## config.mk

```make
export PLATFORM = sky130hd
export DESIGN_NAME = dcs_sequencer
export DESIGN_NICKNAME = d
export VERILOG_FILES = /design/src/verilog/dcs_pkg.sv /design/src/verilog/dcs_sequencer.sv
export SDC_FILE = /design/constraint.sdc
export NUM_CORES = 1
export LEC_CHECK = 0
export BUFFER_PORTS_ARGS = -buffer_cell sky130_fd_sc_hd__buf_2
export CAP_MARGIN = 0
export CORE_MARGIN = 3
export CORE_UTILIZATION = 44
export CTS_CLUSTER_DIAMETER = 30
export DETAILED_ROUTE_END_ITERATION = 10
export GPL_TIMING_DRIVEN = 0
export PLACE_DENSITY = 0.83
export SLEW_MARGIN = 25
export SYNTH_ARGS = -nofsm -noshare
export SYNTH_HDL_FRONTEND = slang
export SYNTH_SLANG_ARGS = --single-unit
```

## constraint.sdc

```tcl
create_clock -name clk_sys -period 1.8 [get_ports clk_sys]
set_input_delay 0.09 -clock clk_sys [delete_from_list [all_inputs] [get_ports clk_sys]]
set_output_delay 0.09 -clock clk_sys [all_outputs]
set_load 0.01 [all_outputs]
```

## src/verilog/dcs_pkg.sv

```systemverilog
package dcs_pkg;

    // ------------------------------------------------------------
    // timing
    // ------------------------------------------------------------
    localparam int unsigned CLK_HZ           = 50_000_000;
    localparam int unsigned HORN_TONE_HZ     = 4_000;
    localparam int unsigned HORN_HALF_CYCLES = CLK_HZ / (2 * HORN_TONE_HZ);

    // ------------------------------------------------------------
    // register map (byte addresses)
    // ------------------------------------------------------------
    localparam int unsigned APB_ADDR_W        = 12;
    localparam logic [11:0] ADDR_DISPLAY_CTRL = 12'h000;
    localparam logic [11:0] ADDR_DISPLAY_TEST = 12'h004;
    localparam logic [11:0] ADDR_STATUS       = 12'h008;

    // ------------------------------------------------------------
    // fields and reset values
    // ------------------------------------------------------------
    localparam int unsigned NUM_SLOTS         = 5;
    localparam int unsigned TRIG_VIEW_SLOT    = 4;
    localparam int unsigned STAT_SELECT_LSB   = 0;
    localparam int unsigned STAT_READBACK_BIT = 5;
    localparam int unsigned STAT_TONE_BIT     = 6;
    localparam int unsigned NUM_STROBES       = 8;

    // bit 0..3 enable channels 1..4, bit 4 trigger view, bit 5 drive source
    typedef struct packed {
        logic       alt_source;
        logic [4:0] enable;
    } dcs_ctrl_type;

    typedef struct packed {
        logic red_led;
        logic green_led;
        logic led_mode;
        logic horn_enable;
        logic scan_shift_clock;
        logic test_mode;
    } dcs_test_type;

    localparam dcs_ctrl_type CTRL_RESET = 6'h00;
    localparam dcs_test_type TEST_RESET = 6'h00;

endpackage

```

## src/verilog/dcs_sequencer.sv

```systemverilog
// Operation
// - decode qualified write and address into low strobes
// - strobe width equals write pulse width
// - five enable bits: channels one-four, trigger view
// - each sequencer clock selects next enabled channel
// - select outputs active low, at most one; after test mode, several scan ones in sel can show till next drive edge
// - ascending order through enabled, wrap to lowest
// - advance on both edges of chosen drive
// - switch control low routes its input through
// - test high: sequencer shifts enable bit zero (channel one) in
// - test latch drives horn, mode, probe LEDs
// - horn tone free-runs near 4 kHz when enabled
// - horn disabled from reset until software enables
//
// Decided for this implementation: the APB register port and the address map.
module dcs_sequencer #(
    parameter int unsigned HORN_HALF = dcs_pkg::HORN_HALF_CYCLES
) (
    input  wire logic        clk_sys,                  // system clock
    input  wire logic        reset_n,                  // sync reset, active low
    input  wire logic        psel,                     // apb select
    input  wire logic        penable,                  // apb enable
    input  wire logic        pwrite,                   // apb direction
    input  wire logic [11:0] paddr,                    // apb byte address
    input  wire logic [31:0] pwdata,                   // apb write data
    output logic      [31:0] prdata,                   // apb read data
    output logic             pready,                   // apb ready
    output logic             pslverr,                  // apb error
    input  wire logic        qualified_write_n,        // write pulse pin, low
    input  wire logic [2:0]  addr_hi,                  // address bits 9..11
    output logic      [7:0]  write_strobe_n,           // decoded strobes, low
    input  wire logic        chop_drive,               // chop drive pin
    input  wire logic        alt_drive,                // alternate drive pin
    output logic      [3:0]  channel_select_n,         // channels 1..4, low
    output logic             trigger_view_select_n,    // trigger view, low
    output logic      [3:0]  sw_pair12_ctrl_n,         // switch 1/2 ctrl d,c,b,a
    output logic      [3:0]  sw_pair34_ctrl_n,         // switch 3/4 ctrl d,c,b,a
    output logic      [3:0]  sw_final_ctrl_n,          // final switch ctrl d,c,b,a
    output logic             scan_readback_bit,        // scan chain tail
    output logic             horn_enable,              // horn enable level
    output logic             horn_tone,                // horn oscillator
    output logic             led_mode,                 // led driver mode line
    output logic             probe_offset_green_led_n, // green led, low
    output logic             probe_offset_red_led_n    // red led, low
);

    // ------------------------------------------------------------
    // parameter check
    // ------------------------------------------------------------
    localparam int unsigned HW = (HORN_HALF < 2) ? 1 : $clog2(HORN_HALF);

    if (HORN_HALF < 2)
    begin : g_bad_half
        $error("HORN_HALF must be at least 2");
    end

    // ------------------------------------------------------------
    // next enabled slot above the current one, else lowest
    // ------------------------------------------------------------
    function automatic logic [4:0] next_slot(input logic [4:0] cur, input logic [4:0] en);
        logic [4:0] r;
        logic       found;
        r     = 5'h00;
        found = 1'b0;
        for (int i = 0; i < 5; i++)
        begin
            if (!found && en[i] && (cur < (5'h01 << i)))
            begin
                r     = 5'h01 << i;
                found = 1'b1;
            end
        end
        for (int i = 0; i < 5; i++)
        begin
            if (!found && en[i])
            begin
                r     = 5'h01 << i;
                found = 1'b1;
            end
        end
        return r;
    endfunction

    // ------------------------------------------------------------
    // pin synchronisers: qw, addr(3), chop, alt
    // ------------------------------------------------------------
    logic [5:0] sync_a;
    logic [5:0] sync_b;
    logic [5:0] sync_c;
    logic [5:0] pin_f;

    // a change counts only once stages two and three agree
    wire  [5:0] agree    = ~(sync_b ^ sync_c);
    wire  [5:0] next_pin = (agree & sync_c) | (~agree & pin_f);

    always_ff @(posedge clk_sys)
    begin
        if (!reset_n)
        begin
            sync_a <= 6'h01;
            sync_b <= 6'h01;
            sync_c <= 6'h01;
            pin_f  <= 6'h01;
        end
        else
        begin
            sync_a <= {alt_drive, chop_drive, addr_hi, qualified_write_n};
            sync_b <= sync_a;
            sync_c <= sync_b;
            pin_f  <= next_pin;
        end
    end

    wire       qw_active = ~pin_f[0];
    wire [2:0] addr_f    = pin_f[3:1];
    wire       chop_f    = pin_f[4];
    wire       alt_f     = pin_f[5];

    // ------------------------------------------------------------
    // write strobe decoder
    // ------------------------------------------------------------
    // strobe follows the filtered pulse edge for edge, so its width is the pulse's
    wire [7:0] next_strobe_n = qw_active ? ~(8'h01 << addr_f) : 8'hFF;

    always_ff @(posedge clk_sys)
    begin
        if (!reset_n)
            write_strobe_n <= 8'hFF;
        else
            write_strobe_n <= next_strobe_n;
    end

    // ------------------------------------------------------------
    // apb registers
    // ------------------------------------------------------------
    dcs_pkg::dcs_ctrl_type ctrl;
    dcs_pkg::dcs_test_type test;

    wire apb_wr   = psel & penable & pwrite;
    wire hit_ctrl = paddr == dcs_pkg::ADDR_DISPLAY_CTRL;
    wire hit_test = paddr == dcs_pkg::ADDR_DISPLAY_TEST;
    wire hit_stat = paddr == dcs_pkg::ADDR_STATUS;
    wire wr_ctrl  = apb_wr & hit_ctrl;
    wire wr_test  = apb_wr & hit_test;

    always_ff @(posedge clk_sys)
    begin
        if (!reset_n)
        begin
            ctrl <= dcs_pkg::CTRL_RESET;
            test <= dcs_pkg::TEST_RESET;
        end
        else
        begin
            if (wr_ctrl)
                ctrl <= dcs_pkg::dcs_ctrl_type'(pwdata[5:0]);
            if (wr_test)
                test <= dcs_pkg::dcs_test_type'(pwdata[5:0]);
        end
    end

    // ------------------------------------------------------------
    // sequencer
    // ------------------------------------------------------------
    logic [4:0] sel;
    logic [4:0] shown;
    logic       drv_prev;
    logic       scan_prev;

    wire drv_level = ctrl.alt_source ? alt_f : chop_f;
    wire seq_step  = drv_level != drv_prev;
    wire scan_step = test.scan_shift_clock & ~scan_prev;

    logic [4:0] next_sel;
    always_comb
    begin
        next_sel = sel;
        if (test.test_mode)
        begin
            if (scan_step)
                next_sel = {sel[3:0], ctrl.enable[0]};
        end
        else if (ctrl.enable == 5'h00)
            next_sel = 5'h00;
        else if (seq_step)
            next_sel = next_slot(sel, ctrl.enable);
    end

    // scan data may hold several ones, so test mode blanks the display
    wire [4:0] next_shown = test.test_mode ? 5'h00 : (next_sel & ctrl.enable);

    always_ff @(posedge clk_sys)
    begin
        if (!reset_n)
        begin
            sel       <= 5'h00;
            shown     <= 5'h00;
            drv_prev  <= 1'b0;
            scan_prev <= 1'b0;
        end
        else
        begin
            sel       <= next_sel;
            shown     <= next_shown;
            drv_prev  <= drv_level;
            scan_prev <= test.scan_shift_clock;
        end
    end

    assign channel_select_n      = ~shown[3:0];
    assign trigger_view_select_n = ~shown[dcs_pkg::TRIG_VIEW_SLOT];
    assign scan_readback_bit     = sel[4];

    // final switch: a unused, b trigger view, c pair 1/2, d pair 3/4
    assign sw_pair12_ctrl_n = ~{2'b00, shown[1], shown[0]};
    assign sw_pair34_ctrl_n = ~{2'b00, shown[3], shown[2]};
    assign sw_final_ctrl_n  = ~{shown[3] | shown[2], shown[1] | shown[0], shown[4], 1'b0};

    // ------------------------------------------------------------
    // horn oscillator and leds
    // ------------------------------------------------------------
    logic [HW-1:0] horn_cnt;
    wire           horn_wrap = horn_cnt == HW'(HORN_HALF - 1);

    always_ff @(posedge clk_sys)
    begin
        if (!reset_n || !test.horn_enable)
        begin
            horn_cnt  <= '0;
            horn_tone <= 1'b0;
        end
        else if (horn_wrap)
        begin
            horn_cnt  <= '0;
            horn_tone <= ~horn_tone;
        end
        else
            horn_cnt <= horn_cnt + 1'b1;
    end

    assign horn_enable              = test.horn_enable;
    assign led_mode                 = test.led_mode;
    assign probe_offset_green_led_n = ~test.green_led;
    assign probe_offset_red_led_n   = ~test.red_led;

    // ------------------------------------------------------------
    // apb read side, zero wait states
    // ------------------------------------------------------------
    wire [31:0] stat_word = {25'h0000000, horn_tone, sel[4], sel};
    assign pready  = 1'b1;
    assign pslverr = psel & penable & ((~hit_ctrl & ~hit_test & ~hit_stat) | (pwrite & hit_stat));
    assign prdata  = hit_ctrl ? {26'h0000000, ctrl} :
                     hit_test ? {26'h0000000, test} :
                     hit_stat ? stat_word : 32'h00000000;

    // ------------------------------------------------------------
    // checks
    // ------------------------------------------------------------
    a_strobe_decode: assert property (@(posedge clk_sys) disable iff (!reset_n)
        qw_active |=> (write_strobe_n == ~(8'h01 << $past(addr_f)) && $onehot(~write_strobe_n)))
        else $error("strobe decode wrong");

    a_strobe_width: assert property (@(posedge clk_sys) disable iff (!reset_n)
        $fell(qw_active) |=> write_strobe_n == 8'hFF ##0 $past(write_strobe_n) != 8'hFF)
        else $error("strobe width differs from write");

    a_select_exclusive: assert property (@(posedge clk_sys) disable iff (!reset_n)
        $onehot0({~channel_select_n, ~trigger_view_select_n}))
        else $error("more than one select active");

    a_seq_advance: assert property (@(posedge clk_sys) disable iff (!reset_n)
        (seq_step && !test.test_mode && ctrl.enable != 5'h00)
        |=> sel == next_slot($past(sel), $past(ctrl.enable)) ##1 shown == ($past(sel) & $past(ctrl.enable)))
        else $error("sequencer did not advance in order");

    a_both_edges: assert property (@(posedge clk_sys) disable iff (!reset_n)
        ($changed(chop_f) && !ctrl.alt_source && $stable(ctrl.alt_source) && !test.test_mode
         && ctrl.enable != 5'h00 && $past(reset_n))
        |=> sel == next_slot($past(sel), $past(ctrl.enable)))
        else $error("drive edge missed");

    a_none_enabled: assert property (@(posedge clk_sys) disable iff (!reset_n)
        (ctrl.enable == 5'h00) [*2] |-> channel_select_n == 4'hF && trigger_view_select_n)
        else $error("select active with nothing enabled");

    // no $past here: its value before the first edge is not defined the same way everywhere
    a_reset_state: assert property (@(posedge clk_sys)
        !reset_n |=> sel == 5'h00 && !horn_enable && !horn_tone)
        else $error("reset state wrong");

    a_scan_shift: assert property (@(posedge clk_sys) disable iff (!reset_n)
        (scan_step && test.test_mode) |=> sel == {$past(sel[3:0]), $past(ctrl.enable[0])}
        ##0 scan_readback_bit == $past(sel[3]))
        else $error("scan shift wrong");

    a_horn_silent: assert property (@(posedge clk_sys) disable iff (!reset_n)
        !horn_enable |=> !horn_tone && horn_cnt == '0)
        else $error("horn sounds while disabled");

    a_horn_toggle: assert property (@(posedge clk_sys) disable iff (!reset_n)
        (horn_enable && horn_wrap) [*1] ##1 horn_enable |-> $changed(horn_tone) && horn_cnt == '0)
        else $error("horn half period wrong");

    a_test_latch: assert property (@(posedge clk_sys) disable iff (!reset_n)
        wr_test |=> horn_enable == $past(pwdata[2]) && led_mode == $past(pwdata[3])
        && probe_offset_green_led_n == !$past(pwdata[4]) && probe_offset_red_led_n == !$past(pwdata[5]))
        else $error("test latch outputs wrong");

    a_switch_route: assert property (@(posedge clk_sys) disable iff (!reset_n)
        !channel_select_n[2] |-> !sw_pair34_ctrl_n[0] && !sw_final_ctrl_n[3]
        && sw_final_ctrl_n[2:0] == 3'h7 && sw_pair12_ctrl_n == 4'hF)
        else $error("switch routing wrong");

endmodule // dcs_sequencer
```

# Word-level counts from Yosys, hierarchy flattened
# Cells that the tools add are included.
# classes
eq_ne	4
addsub	1
shift	1
magnitude_cmp	5
n_bitwise	33
mux	54
n_reduce_logical	31
# ops
operator	count
5-bit 2-to-1 mux	13
1-bit 2-to-1 mux	38
7-bit 2-to-1 mux	3
1-bit logical AND	14
13-bit by 1-bit adder with 13-bit output, second input constant	1
13-bit equality test, second input constant	1
6-bit AND	2
12-bit by 3-bit equality test with 1-bit output, second input constant	1
12-bit by 4-bit equality test with 1-bit output, second input constant	1
12-bit logical NOT	1
6-bit NOT	2
1-bit logical NOT	11
1-bit AND	9
1-bit NOT	9
2-bit NOT with 4-bit output	2
4-bit NOT	2
8-bit NOT	1
1-bit by 3-bit left shift with 8-bit output, first input constant	1
6-bit OR	1
2-bit OR reduction	3
6-bit XOR	1
5-bit AND	1
5-bit logical NOT	1
5-bit by 1-bit < comparator with 1-bit output, second input constant	1
other kinds (7)	9
# totals
output_inout_bits	65
ff_bits	70
inputBits	55

# Logic depth before layout (Yosys ltp)
# logic_depth
word_depth	65
depth_mapped	8
depth_no_buf	7

# Worst setup path after synthesis
# Ideal clock, no wire load.
# synth_path
kind	register -> register
start	register ctrl[5] in the netlist's numbering
end	register sel[3]
t_arrival_ns	1.756
setup_time_ns	0.074
n_path_buf	0
slack_ns	-0.030
stages_incl_launch_ff	6
required_ns	1.726
cell_sequence	dfxtp_1 mux2i_1 xnor2_4 nand3_1 or4b_4 a31oi_1
# synth_via
elab_chain_cells	5
# synth_rtl
item	line	source
from (decl)	dcs_sequencer.sv:136	dcs_pkg::dcs_ctrl_type ctrl;
from (signal assigned)	dcs_sequencer.sv:150	ctrl <= dcs_pkg::CTRL_RESET;
from (signal assigned)	dcs_sequencer.sv:156	ctrl <= dcs_pkg::dcs_ctrl_type'(pwdata[5:0]);
1-bit 2-to-1 mux	dcs_sequencer.sv:170	wire drv_level = ctrl.alt_source ? alt_f : chop_f;
1-bit != test	dcs_sequencer.sv:171	wire seq_step = drv_level != drv_prev;
5-bit 2-to-1 mux	dcs_sequencer.sv:185	else if (seq_step)
5-bit 2-to-1 mux	dcs_sequencer.sv:183	else if (ctrl.enable == 5'h00)
5-bit 2-to-1 mux	dcs_sequencer.sv:178	if (test.test_mode)
to (signal assigned)	dcs_sequencer.sv:203	sel <= next_sel;
to (decl)	dcs_sequencer.sv:165	logic [4:0] sel;
# Every way passes these cells.
# A chain may end at the register's enable or synchronous reset.

# Final worst setup path
# Same ends and word-level chain as after synthesis.

==> metrics <==
status finished, final reports clean; Initial DRT Pass Iterations 4; WP buf/inv 1; final instance area 0.00412 mm^2; Post-synth EDFFs 0; met1 wire length 3250 um; FF-to-FF setup slack 40 ps; clk root buf clkbuf_8; Critical Path Max Stage Delay 500 ps; relative slew slack 60.3%; required time of the critical path 2070 ps; # DRC 0; met3 wire length 428 um; delay-heaviest family, CP simple AND/OR/NAND/NOR gates; Slew @ Worst Pin 596 ps; final hold vios 0; Initial Utilization 46.2%; clk_lat worst skew between 300 and 400 ps; RR Startpoint ctrl[5]; slowest CP cell or4b_4; wire per inst 12.1 um; Hold Slack between 15 and 20 ps; Non-Filler Instances 596; footprint of the multi-input gates 0.00154 mm^2; R2R depth 6; number of global-route vias before repair between 2,000 and 3,000; Die Ht 91.2 um; clk slew on worst S/H paths 70 ps; worst hold stages 3; Max Freq 570 MHz; largest net degree at the start of global routing 12; # diodes 0; final WL 7240 um; Cell Chain, Critical Path mux2i_4 -> buf_12 -> xnor2_4 -> nand3_2 -> or4b_4 -> a31oi_1; maxcap violations 0; Post-synth ARST share 0%; DR iter-0 viols between 90 and 100; routed wl met2 3460 um; Tmin final 1760 ps; crit share post-route a little under 100%; Highest Signal Layer met4; number of fill cells 624; Top FF cell, synth dfxtp_1; Via Count 2,811; flip-flop and latch area 0.00141 mm^2; hold_sp pwdata[1]; RR Endpoint sel[3]; Design Power 2.97 mW; first-pass GRT wire length 12,300 um; dpl cells 568; Gate Count Post-Synth about 380; layout cells sized above 1 between 20% and 30%; Final Setup Violations 0; Syn Area/Cell 8.35 um^2; CTS Buffer Depth 2; data arrival time of the critical path 2020 ps; Port Buf Inserts 61; GRT overflow 0; skew final 6.47 ps; die width 91.2 um; Seq/Total Area, Yosys ~44%; Layout area overhead 29.0%; core area 0.00691 mm^2; Detailed Place HPWL 5310 um; P_leak 1.73 nW; Setup CP Type register to register; Fin Setup TNS 0 ps; post-synthesis cell area 0.00319 mm^2; CP Capture Type register; die area around 0.0083 mm^2; DP Area 0.00373 mm^2; GR Util All Layers 18.0%; Max VDD drop just over 0.0006 V; FF+latch count, synth 70; Post-DRT Antenna Nets 0; CTS tree yes; initial antenna violation count 0; Critical Path Fanout Max 3; CP Launch Type register; Yosys cell types 43; final slew viol count 0; H-tree Lvls 3; power density cells 721 mW/mm^2; io pins 120; DR vias/cell 4.72; CTS Sinks 70; Hold EP test[1]; Post-layout nets 553; HP Class input port to register; std cell rows 30; CTS Buf Count 9; GPL Wtd Cong roughly 0.92; Syn. warnings 0
cells by family after synthesis:
family                     share of synthesized area (%)
xor gates and xnor gates                            4.43
muxes                                               1.65
buffers and inverters                               13.3
other                                              0.235
DFF                                                 43.9
AOI/OAI and AO/OA                                   10.9
and+or+nand+nor                                     24.8
adders and majority gates                          0.784
where the power goes:
part           total (mW)  switching, mW  internal, mW
logic               0.184         0.0908        0.0929
clock network        1.21          0.547         0.665
registers            1.57        0.00656          1.56
worst reg2reg max path, stage by stage, from the launching register on:
cell and delay [ps]:
dfxtp_4 370, mux2i_4 320, buf_12 150, xnor2_4 120, nand3_2 90, or4b_4 500
a31oi_1 140
layout make-up:
cell class                 instances  area share (%)
buffer                            52            8.94
clock buffer                      11            3.44
clock inverter                     4            1.16
inverter                          16            1.46
multi-input combinational        273            37.5
sequential                        70            34.1
tap                               96            2.92
timing repair buffer              74            10.5
cells in the mapped netlist (8+ instances only):
library cell	number	area [um^2]
a21oi_1	18	90.1
nor2_1	40	150
xor2_1	8	70.1
nand2_1	42	158
o21ai_0	30	150
inv_1	16	60.1
nand3_1	23	115
and2_1	18	113
buf_4	37	278
clkbuf_1	10	37.5
dfxtp_1	70	1400
per-stage QoR:
stage	util [%]	worst slack [ps]
2_1_floorplan	-	62.3
3_3_place_gp	54.0	-236
3_5_place_dp	54.0	-264
4_1_cts	58.2	22.6
5_1_grt	59.6	-16.9
6_report	59.6	44.6
metal layers:
layer  track usage [%]  vias to the layer above
met5                 0                        -
met4              6.16                        0
met3              5.05                        9
met2              29.7                       94
met1              22.6                     1271
li1                  -                     1437
flip-flops by register name, indices dropped and copies added (netlist names), named ones only:
name            count
test                4
drv_prev            1
sync_b              6
scan_prev           1
horn_cnt           13
shown               5
sync_a              6
write_strobe_n      8
led_mode            1
sel                 5
horn_tone           1
ctrl                6
horn_enable         1
sync_c              6
how the worst max path moves through the flow:
stage,start,end,slack [ps],cells after the start
after floorplan,ctrl[5],sel[3],60,5
after global placement,paddr[5],prdata[5],-240,7
after detailed placement,paddr[5],prdata[5],-260,7
after CTS,test[1],sel[0],20,6
after global routing,ctrl[5],shown[3],-20,6
final,ctrl[5],sel[3],40,6
what timing repair did:
action,in CTS,in global routing
endpoints found under the setup margin,17,24
endpoints found under the hold margin,6,0
hold buffers,6,0
pin swaps,1,4
buffers inserted,1,6
gates resized for setup,6,12
placed cells by master (no fill, tap or decap), types with 2 or more instances in the layout:
master,Yosys,routed
nor2b_1,3,3
nand2b_1,3,3
nor4b_1,3,2
nor3_1,6,6
clkbuf_8,0,10
nand3_1,23,22
buf_6,4,4
buf_4,37,43
xnor2_1,5,5
nand4_1,6,6
o21ai_0,30,29
buf_2,1,62
and4b_1,2,2
clkbuf_1,10,9
mux2_2,2,2
ha_1,2,2
dlygate4sd3_1,0,6
nor2_1,40,40
and2_1,18,18
conb_1,2,31
and3_1,3,3
nor4_1,3,2
clkinv_2,0,2
a21oi_1,18,17
clkbuf_2,0,2
inv_1,16,16
nand2_1,42,42
dfxtp_1,70,69
xor2_1,8,7
a31oi_1,3,3
nor3b_1,4,3
mux2i_1,3,2
Note: power is estimated with default switching activity, not from simulation.
